`config.mk`:
```
export PLATFORM = sky130hd
export DESIGN_NAME = viet_top
export DESIGN_NICKNAME = d
export VERILOG_FILES = /design/src/design/viet_pkg.sv /design/src/design/viet_evt_if.sv /design/src/design/viet_event_sync.sv /design/src/design/viet_top.sv
export SDC_FILE = /design/constraint.sdc
export NUM_CORES = 1
export LEC_CHECK = 0
export BUFFER_PORTS_ARGS = -buffer_cell sky130_fd_sc_hd__buf_2
export CORE_MARGIN = 2
export CORE_UTILIZATION = 50
export DETAILED_ROUTE_END_ITERATION = 8
export PLACE_DENSITY = 0.76
export SYNTH_ARGS = -nofsm -noshare
export SYNTH_HDL_FRONTEND = slang
export SYNTH_SLANG_ARGS = --single-unit
```
`constraint.sdc`:
```
create_clock -name ref_clk_i -period 2.95 [get_ports ref_clk_i]
set_clock_uncertainty 0.2 [all_clocks]
set_input_delay 0.4425 -clock ref_clk_i [delete_from_list [all_inputs] [get_ports ref_clk_i]]
set_output_delay 0.4425 -clock ref_clk_i [all_outputs]
set_load 0.05 [all_outputs]
```
`src/design/viet_pkg.sv`:
```
// Overview of operation
// RULE_01 - Event pin is counter clock or external interrupt input, per status bit.
// RULE_02 - Falling event pin edge starts external interrupt when its enable is set.
// RULE_03 - Counter steps on machine clock tick or event pin, as selected.
// RULE_04 - Counter overflow starts counter interrupt when its enable is set.
// RULE_05 - Two request kinds, external and counter; one serviced at a time.
// RULE_06 - In-service latch blocks further interrupts; no nesting.
// RULE_07 - Pending bits visible; lone pending enabled request taken at once when idle.
// RULE_08 - External interrupt wins when both are pending and enabled.
// RULE_09 - External event during service sets new request, taken right after return.
// RULE_10 - External take pushes PC, vectors to octal 760, clears its request.
// RULE_11 - Counter request sets on 377 to 000 wrap; take vectors to octal 740.
// RULE_12 - Select one counts event pin falls; zero counts at oscillator/16 rate.
// RULE_13 - Only the interrupt return operation releases the in-service latch.
// RULE_14 - Event pin synchronised; exactly one event per falling edge.
// RULE_15 - Reset clears latch, both requests, both enables and count select.
package viet_pkg;
    localparam logic [10:0] VIET_EXT_VECTOR = 11'h1f0;
    localparam logic [10:0] VIET_CNT_VECTOR = 11'h1e0;
    localparam logic [7:0] VIET_CNT_MAX = 8'hff;
    localparam logic [7:0] VIET_CNT_RESET = 8'h00;
    localparam int VIET_OSC_DIV = 16;
    localparam int VIET_OSC_HZ = 4_000_000;
    localparam int VIET_REF_HZ = 50_000_000;
    localparam int VIET_TICK_CYCLES = (VIET_REF_HZ + (VIET_OSC_HZ / VIET_OSC_DIV) - 1)
        / (VIET_OSC_HZ / VIET_OSC_DIV);
    localparam logic [7:0] VIET_TICK_LAST = 8'(VIET_TICK_CYCLES - 1);

    typedef enum logic [2:0] {
        VIET_IDLE = 3'b001,
        VIET_EXT = 3'b010,
        VIET_CNT = 3'b100
    } viet_state_t;
endpackage : viet_pkg

```
`src/design/viet_evt_if.sv`:
```
interface viet_evt_if;
    logic fall;
    logic tick;
    modport src (output fall, output tick);
    modport dst (input fall, input tick);
endinterface : viet_evt_if

```
`src/design/viet_event_sync.sv`:
```
module viet_event_sync
    import viet_pkg::*;
(
    input wire logic ref_clk_i,
    input wire logic reset_n_i,
    input wire logic event_pin_n_i,
    viet_evt_if.src evt
);
    logic [2:0] sync_r;
    logic [2:0] sync_nxt;
    logic [7:0] div_r;
    logic [7:0] div_nxt;
    logic fall_r;
    logic fall_nxt;
    logic tick_r;
    logic tick_nxt;

    always_comb begin
        sync_nxt = {sync_r[1:0], event_pin_n_i};
        // Edge seen only between stages two and three
        fall_nxt = sync_r[2] & ~sync_r[1]; // RULE_14
        tick_nxt = (div_r == VIET_TICK_LAST); // RULE_12
        div_nxt = tick_nxt ? 8'h00 : div_r + 8'h01;
    end

    always_ff @(posedge ref_clk_i or negedge reset_n_i) begin
        if (!reset_n_i) begin
            sync_r <= 3'b111;
            div_r <= 8'h00;
            fall_r <= 1'b0;
            tick_r <= 1'b0;
        end else begin
            sync_r <= sync_nxt;
            div_r <= div_nxt;
            fall_r <= fall_nxt;
            tick_r <= tick_nxt;
        end
    end

    assign evt.fall = fall_r;
    assign evt.tick = tick_r;
endmodule : viet_event_sync

```
`src/design/viet_top.sv`:
```
module viet_top
    import viet_pkg::*;
(
    // Clock and reset
    input wire logic ref_clk_i,
    input wire logic reset_n_i,
    // Event pin
    input wire logic event_pin_n_i,
    // Status bit writes from the processor
    input wire logic status_we_i,
    input wire logic count_source_select_i,
    input wire logic counter_irq_request_i,
    input wire logic ext_irq_request_i,
    input wire logic counter_irq_enable_i,
    input wire logic ext_irq_enable_i,
    // Counter preset
    input wire logic counter_we_i,
    input wire logic [7:0] counter_data_i,
    // Control unit handshake
    input wire logic interrupt_return_op_i,
    input wire logic [10:0] pc_i,
    // Status view
    output logic count_source_select_o,
    output logic counter_irq_request_o,
    output logic ext_irq_request_o,
    output logic counter_irq_enable_o,
    output logic ext_irq_enable_o,
    output logic [7:0] event_counter_o,
    output logic in_service_o,
    // Interrupt take
    output logic take_o,
    output logic [10:0] vector_o,
    output logic [10:0] push_pc_o
);
    viet_evt_if evt ();

    viet_event_sync u_sync (
        .ref_clk_i(ref_clk_i),
        .reset_n_i(reset_n_i),
        .event_pin_n_i(event_pin_n_i),
        .evt(evt)
    );

    viet_state_t state_r;
    viet_state_t state_nxt;
    // Configuration bits
    logic sel_r;
    logic sel_nxt;
    logic cen_r;
    logic cen_nxt;
    logic xen_r;
    logic xen_nxt;
    // Request bits
    logic creq_r;
    logic creq_nxt;
    logic xreq_r;
    logic xreq_nxt;
    // Event counter
    logic [7:0] cnt_r;
    logic [7:0] cnt_nxt;
    // Service outputs
    logic take_r;
    logic take_nxt;
    logic busy_r;
    logic busy_nxt;
    logic [10:0] vec_r;
    logic [10:0] vec_nxt;
    logic [10:0] push_r;
    logic [10:0] push_nxt;
    // Decoded events and grants
    logic step;
    logic wrap;
    logic ext_evt;
    logic grant_ext;
    logic grant_cnt;

    // A request counts only while it is both set and enabled
    function automatic logic eligible(input logic req, input logic en);
        return req & en;
    endfunction : eligible

    always_comb begin
        // Pin feeds counter when selected, else interrupt path
        step = sel_r ? evt.fall : evt.tick; // RULE_01 RULE_03 RULE_12
        ext_evt = ~sel_r & evt.fall; // RULE_01 RULE_02
        // A preset in the same cycle hides the wrap
        wrap = step & (cnt_r == VIET_CNT_MAX) & ~counter_we_i; // RULE_11
    end

    always_comb begin
        // Software loads only; no hardware source
        sel_nxt = status_we_i ? count_source_select_i : sel_r;
        cen_nxt = status_we_i ? counter_irq_enable_i : cen_r;
        xen_nxt = status_we_i ? ext_irq_enable_i : xen_r;
    end

    always_ff @(posedge ref_clk_i or negedge reset_n_i) begin
        if (!reset_n_i) begin // RULE_15
            sel_r <= 1'b0;
            cen_r <= 1'b0;
            xen_r <= 1'b0;
        end else begin
            sel_r <= sel_nxt;
            cen_r <= cen_nxt;
            xen_r <= xen_nxt;
        end
    end

    always_comb begin
        // Preset beats a step in the same cycle
        if (counter_we_i) begin
            cnt_nxt = counter_data_i;
        end else if (step) begin
            // Wraps from full count to zero with no carry out
            cnt_nxt = cnt_r + 8'h01; // RULE_03
        end else begin
            cnt_nxt = cnt_r;
        end
    end

    always_ff @(posedge ref_clk_i or negedge reset_n_i) begin
        if (!reset_n_i) begin
            cnt_r <= VIET_CNT_RESET;
        end else begin
            cnt_r <= cnt_nxt;
        end
    end

    // Take decision; only the return brings the latch back to idle
    always_comb begin
        state_nxt = state_r;
        take_nxt = 1'b0;
        vec_nxt = vec_r;
        push_nxt = push_r;
        grant_ext = 1'b0;
        grant_cnt = 1'b0;
        case (state_r)
            VIET_IDLE: begin
                // External first when both are eligible
                if (eligible(xreq_r, xen_r)) begin // RULE_07 RULE_08
                    grant_ext = 1'b1;
                    state_nxt = VIET_EXT;
                    take_nxt = 1'b1;
                    vec_nxt = VIET_EXT_VECTOR; // RULE_10
                    // Address of the interrupted instruction goes to the stack
                    push_nxt = pc_i; // RULE_10
                end else if (eligible(creq_r, cen_r)) begin // RULE_04 RULE_07
                    grant_cnt = 1'b1;
                    state_nxt = VIET_CNT;
                    take_nxt = 1'b1;
                    vec_nxt = VIET_CNT_VECTOR; // RULE_11
                    push_nxt = pc_i; // RULE_11
                end
            end
            VIET_EXT, VIET_CNT: begin
                // Latch holds until the dedicated return; a plain return leaves it stuck
                if (interrupt_return_op_i) begin // RULE_13 RULE_06 RULE_05
                    state_nxt = VIET_IDLE;
                end
            end
            // Illegal one-hot codes fall back to idle
            default: state_nxt = VIET_IDLE;
        endcase
        // Registered so the status view comes straight from a flop
        busy_nxt = (state_nxt != VIET_IDLE); // RULE_06
    end

    always_ff @(posedge ref_clk_i or negedge reset_n_i) begin
        if (!reset_n_i) begin // RULE_15
            state_r <= VIET_IDLE;
            take_r <= 1'b0;
            busy_r <= 1'b0;
            vec_r <= 11'h000;
            push_r <= 11'h000;
        end else begin
            state_r <= state_nxt;
            take_r <= take_nxt;
            busy_r <= busy_nxt;
            vec_r <= vec_nxt;
            push_r <= push_nxt;
        end
    end

    always_comb begin
        // A status write may set or clear either request
        creq_nxt = status_we_i ? counter_irq_request_i : creq_r;
        xreq_nxt = status_we_i ? ext_irq_request_i : xreq_r;
        // Taking a request clears it at once
        if (grant_ext) begin
            xreq_nxt = 1'b0; // RULE_10
        end
        if (grant_cnt) begin
            creq_nxt = 1'b0; // RULE_11
        end
        // Hardware set wins over any clear, regardless of enable
        if (ext_evt) begin // RULE_02 RULE_09
            xreq_nxt = 1'b1;
        end
        if (wrap) begin // RULE_11 RULE_04
            creq_nxt = 1'b1;
        end
    end

    always_ff @(posedge ref_clk_i or negedge reset_n_i) begin
        if (!reset_n_i) begin // RULE_15
            creq_r <= 1'b0;
            xreq_r <= 1'b0;
        end else begin
            creq_r <= creq_nxt;
            xreq_r <= xreq_nxt;
        end
    end

    // Every output is a register
    assign count_source_select_o = sel_r;
    assign counter_irq_request_o = creq_r;
    assign ext_irq_request_o = xreq_r;
    assign counter_irq_enable_o = cen_r;
    assign ext_irq_enable_o = xen_r;
    assign event_counter_o = cnt_r;
    assign in_service_o = busy_r;
    assign take_o = take_r;
    assign vector_o = vec_r;
    assign push_pc_o = push_r;
endmodule : viet_top

```
Word-level counts from Yosys, hierarchy flattened. Index checks and enable logic that the tools add are counted.

Add/subtract/negate cells: 2. Equal/unequal tests: 6. Mux-type cells: 25. Bitwise logic cells: 9. Reduce and logical (&&, ||, !) cells: 6.

Operator list (number): 11-bit 2-to-1 mux (4); 8-bit 2-to-1 mux (3); 8-bit by 1-bit adder with 8-bit output (second input constant) (2); 8-bit equality test (second input constant) (2); 1-bit 2-to-1 mux (14); 3-bit 2-to-1 mux (3); 1-bit AND (6); 3-bit one-hot mux with 2 select lines (1); 3-bit nonzero test (2); 2-bit nonzero test (2); 3-bit by 1-bit equality test with 1-bit output (second input constant) (1); 3-bit by 2-bit equality test with 1-bit output (second input constant) (1); 3-bit equality test (second input constant) (1); 3-bit by 1-bit != test with 1-bit output (second input constant) (1); 1-bit inverter (3); 2-bit AND reduction (1); 2-bit OR reduction (1).

Bits in registers: 53. Bits of input ports: 30. Output and inout bits: 37. Word-level logic and storage cells: 63.

Depth between registers and ports, before layout.
Depth in word-level cells: 6. Gate-level depth with buffers: 4. Mapped depth without buffers: 4.

Cells and area by module. From an unflattened synthesis, not the netlist that was laid out.

Cells, all modules: 162. Area total of the unflattened synthesis: 1968.1 µm².

Modules (own cells, without submodules): viet_top (times used 1, cells each 123, area each 1442.6 µm², sequential area each 777.0 µm²); viet_event_sync (times used 1, cells each 39, area each 525.5 µm², sequential area each 329.1 µm²).

Least setup slack after synthesis. Ideal clock, no wire load.

Kind: register -> register. From: register creq_r, in the netlist counter_irq_request_o. To: register push_r[0], in the netlist push_pc_o[0]. Setup time: 0.125 ns. Data arrival time: 1.682 ns. Data required time: 2.625 ns. Path slack: 0.943 ns. Stages on the path, launching flop included: 5. Path buffers: 1. Clock period less this slack: 2.007 ns. Cells stage by stage: dfrtp_1 nand2_1 a211oi_2 buf_4 mux2_2.

Word-level cells in the longest chain between the ends: 3.

RTL lines: start, declared (RTL line viet_top.sv:54) `logic creq_r;`; start signal, assigned (RTL line viet_top.sv:209) `creq_r <= creq_nxt;`; 1-bit AND (RTL line viet_top.sv:79) `return req & en;`; 2-bit nonzero test (no line); 2-bit AND reduction (no line); end signal, assigned (RTL line viet_top.sv:180) `push_r <= push_nxt;`; end, declared (RTL line viet_top.sv:68) `logic [10:0] push_r;`.

Every way passes these cells. A chain may end at the register's enable or synchronous reset.

Worst setup path in the final report.
From: register u_sync.div_r[4]. To: register u_sync.div_r[7].

Word-level cells in the longest chain between the ends: 2. Elaborated cells on any way between the ends: 3. Those cells by class: add/sub (1); eq/ne (1); mux (1).

RTL lines: start, declared (RTL line viet_event_sync.sv:11) `logic [7:0] div_r;`; start signal, assigned (RTL line viet_event_sync.sv:34) `div_r <= div_nxt;`; 8-bit by 1-bit adder with 8-bit output / 8-bit equality test (equally long branches) (RTL line viet_event_sync.sv:23, viet_event_sync.sv:22); 8-bit 2-to-1 mux * (RTL line viet_event_sync.sv:23) `div_nxt = tick_nxt ? 8'h00 : div_r + 8'h01;`; net u_sync.div_nxt[7] (RTL line viet_event_sync.sv:12) `logic [7:0] div_nxt;`.

The timed path passes the listed nets; every way through them passes the cells marked *.

==> impl_metrics.toml <==
[global_routing]
grt_max_degree = 45
grt_usage_pct = 17.9
grt_pass1_wl_mm = 5.85
grt_pass1_vias = 1345
grt-ovfl-total = 0
antenna_found_initial = 0

[logic_synthesis]
async_flop_share_pct = 100
ys_warn_count = 0
synth-simple-area-share_pct = 14.7
netlist_area_um2 = 1940
synth_xor_area_share_pct = 2.26
yosysSeqAreaShare_pct = 57.1
synth_top_cell_area_share_pct = 51.7
synth_edf_count = 0
yosys.area.top_type = "dfrtp_1"
ys.flop_type = "dfrtp_1"
synth_seq_cells = 44
syn_inst = 163
synthTopCellsByArea = "dfrtp_1, mux2_2, dfstp_2, buf_4, mux2i_1"
yosysUniqueCellTypes = 41
syn_area_per_cell_um2 = 11.9
synth_top_family_by_area = "simple AND/OR/NAND/NOR gates"
synth_compound_area_share_pct = 8.40
synth_adder_area_share_pct = 1.29
synthMuxAreaShare_pct = 10.2

[outcome]
status = "completed"

[setup_path]
crit_type = "reg -> reg"
worstPathArrival_ps = 1780
r2r_cells = 3
reg2reg_to = "u_sync.div_r[7]"
r2r-start = "u_sync.div_r[4]"
end_kind = "flip-flop"
rrSetupSlack_ps = 1150
cp.required_ps = 2930
start_kind = "flip-flop"
worstPathMaxFanout = 6

[placed_design]
pre_cts_ws_ps = 1170
io_buffers = 60
dp_hpwl_mm = 2.70
dpl_cell_area_um2 = 2240
gp_congestion = 0.844
place_inst = 265

[layout]
final_cell_mix = "buf_2, dfrtp_1, mux2_2"
nNetsFinal = 256
fin_area_um2 = 2340
layout_commonest_cell = "buf_2"
n_antenna_cell = 0
drive_gt1_share_pct = 42.2
final_util_pct = 63.3
syn_to_final_growth_pct = 20.6
final-instance-count-excl-fill = 273

[sta]
worst_slew_pin_slew_ps = 928
finalCritPeriodShare_pct = 60.9
min_period_ps = 1800
layout_setup_ws_ps = 1150
rsz0062_at_grt = "no"
fmax_mhz = 556
slew_headroom_pct = 38.1
fin_tns_setup_ps = 0
drv_slew = 0
setup_viol = 0
finalHoldViolCount = 0
holdWs_ps = 41.7

[power]
power_frac_comb_pct = 41.4
ir_drop_mv = 0.519
p_per_area_nw_per_um2 = 881
power_switching_uw = 884
power.leakage_nw = 1.12
p_seq_share_pct = 40.2
swShare_pct = 42.9
total_power_mw = 2.06
p_clk_share_pct = 18.4
p_int_mw = 1.17

[routing]
top_layer = "met4"
routed-wl-met3_um = 175
final_antenna_net_count = 0
dr_wl_met2_mm = 1.79
vias = 1418
met1_length_mm = 1.52
drc_errors = 0
wl_mm = 3.56
vias_per_cell = 5.19
wire_per_inst_um = 13.0
drt_iter0_markers = 72
firstDrtPassIters = 4

[floorplan]
die_y_um = 66.2
rows = 22
core_um2 = 3690
io_pins = 67
fp.dieW_um = 66.2
die-area_um2 = 4390
start_util_pct = 52.5

[clock_network]
clk_pin_slew_ps = 80
postCtsSetupBuffers = 0
ctsResizeCount = 0
htreeDepth = 2
cts_tree = "done"
root_buffer = "clkbuf_8"
clock_latency_ps = 290
cts_buffer_depth = 2
clock-sinks = 44
numCtsBuffers = 5
hold_buffers = 0

[worst_hold_path]
hold_end = "u_sync.sync_r[0]"
hold_path_class = "in -> reg"
worstHoldPathCells = 1
min_from = "event_pin_n_i"

[run]
drv_cap = 0
[synthesized netlist by cell type (2+ instances only)]
cell type / n
nor2b_1: 3
buf_4: 10
nand3_1: 7
dfstp_2: 4
xor2_1: 3
nand4_1: 2
xnor2_1: 2
inv_1: 6
mux2_2: 14
o31ai_1: 3
or3_1: 2
a31oi_1: 4
clkbuf_1: 2
or2_2: 3
mux2i_1: 4
dfrtp_1: 40
nor4b_1: 2
or4_1: 4
o21ai_0: 5
nand2_1: 9
o22ai_1: 2
ha_1: 2
nor2_1: 9
a21oi_1: 2
nor3_1: 3
[state kept, by name (all words and copies together) (netlist names)]
register,flops
event_counter_o,8
u_sync.div_r,8
state_r,3
push_pc_o,11
count_source_select_o,1
vector_o,2
take_o,1
u_sync.evt.fall,1
counter_irq_request_o,1
ext_irq_request_o,1
u_sync.evt.tick,1
ext_irq_enable_o,1
u_sync.sync_r,3
counter_irq_enable_o,1
in_service_o,1
[final cells by class]
cell class | count | area (um^2)
Clock buffer | 6 | 82.6
Clock inverter | 2 | 10.0
Fill cell | 310 | 1350
Inverter | 7 | 26.3
Multi-Input combinational cell | 104 | 736
Sequential cell | 44 | 1110
Tap cell | 48 | 60.1
Timing Repair Buffer | 62 | 315
[critical path: stages (launching register included)]
cell,delay (ps)
dfrtp_1,450
or3b_4,440
o32a_1,300
a211o_1,300
[power by group through the flow]
stage	clock network, mW	registers (mW)	logic [mW]
2_1_floorplan	0	1.25	0.247
3_3_place_gp	0	0.836	0.844
3_5_place_dp	0	0.842	0.859
4_1_cts	0.391	0.829	0.860
5_1_grt	0.427	0.846	0.900
6_report	0.379	0.828	0.852
[cells by family (layout without fill, tap and decap cells)]
kind of cell	count (synthesis)	after routing
AO/OA/AOI/OAI	23	23
buffers and inverters	20	77
XOR/XNOR	5	5
multiplexers	18	18
flip-flops	44	44
AND/OR/NAND/NOR	50	50
adder cells (fa/ha/maj)	2	2
other	1	6
[worst max path at each step]
stage                                startpoint              end  slack, ps
final                           u_sync.div_r[4]  u_sync.div_r[7]       1150
after global routing                 state_r[0]     push_pc_o[8]       1100
after CTS                       u_sync.div_r[4]  u_sync.div_r[7]       1160
after detailed placement        u_sync.div_r[4]  u_sync.div_r[7]       1170
after global placement          u_sync.div_r[4]  u_sync.div_r[7]       1220
after floorplan           counter_irq_request_o     push_pc_o[0]        940
[per-layer routing]
layer,vias up,GRT usage [%]
li1,692,-
met1,682,21.7
met2,37,28.9
met3,7,6.13
met4,0,7.91
met5,-,0
Power figures use the tool's default switching activity.
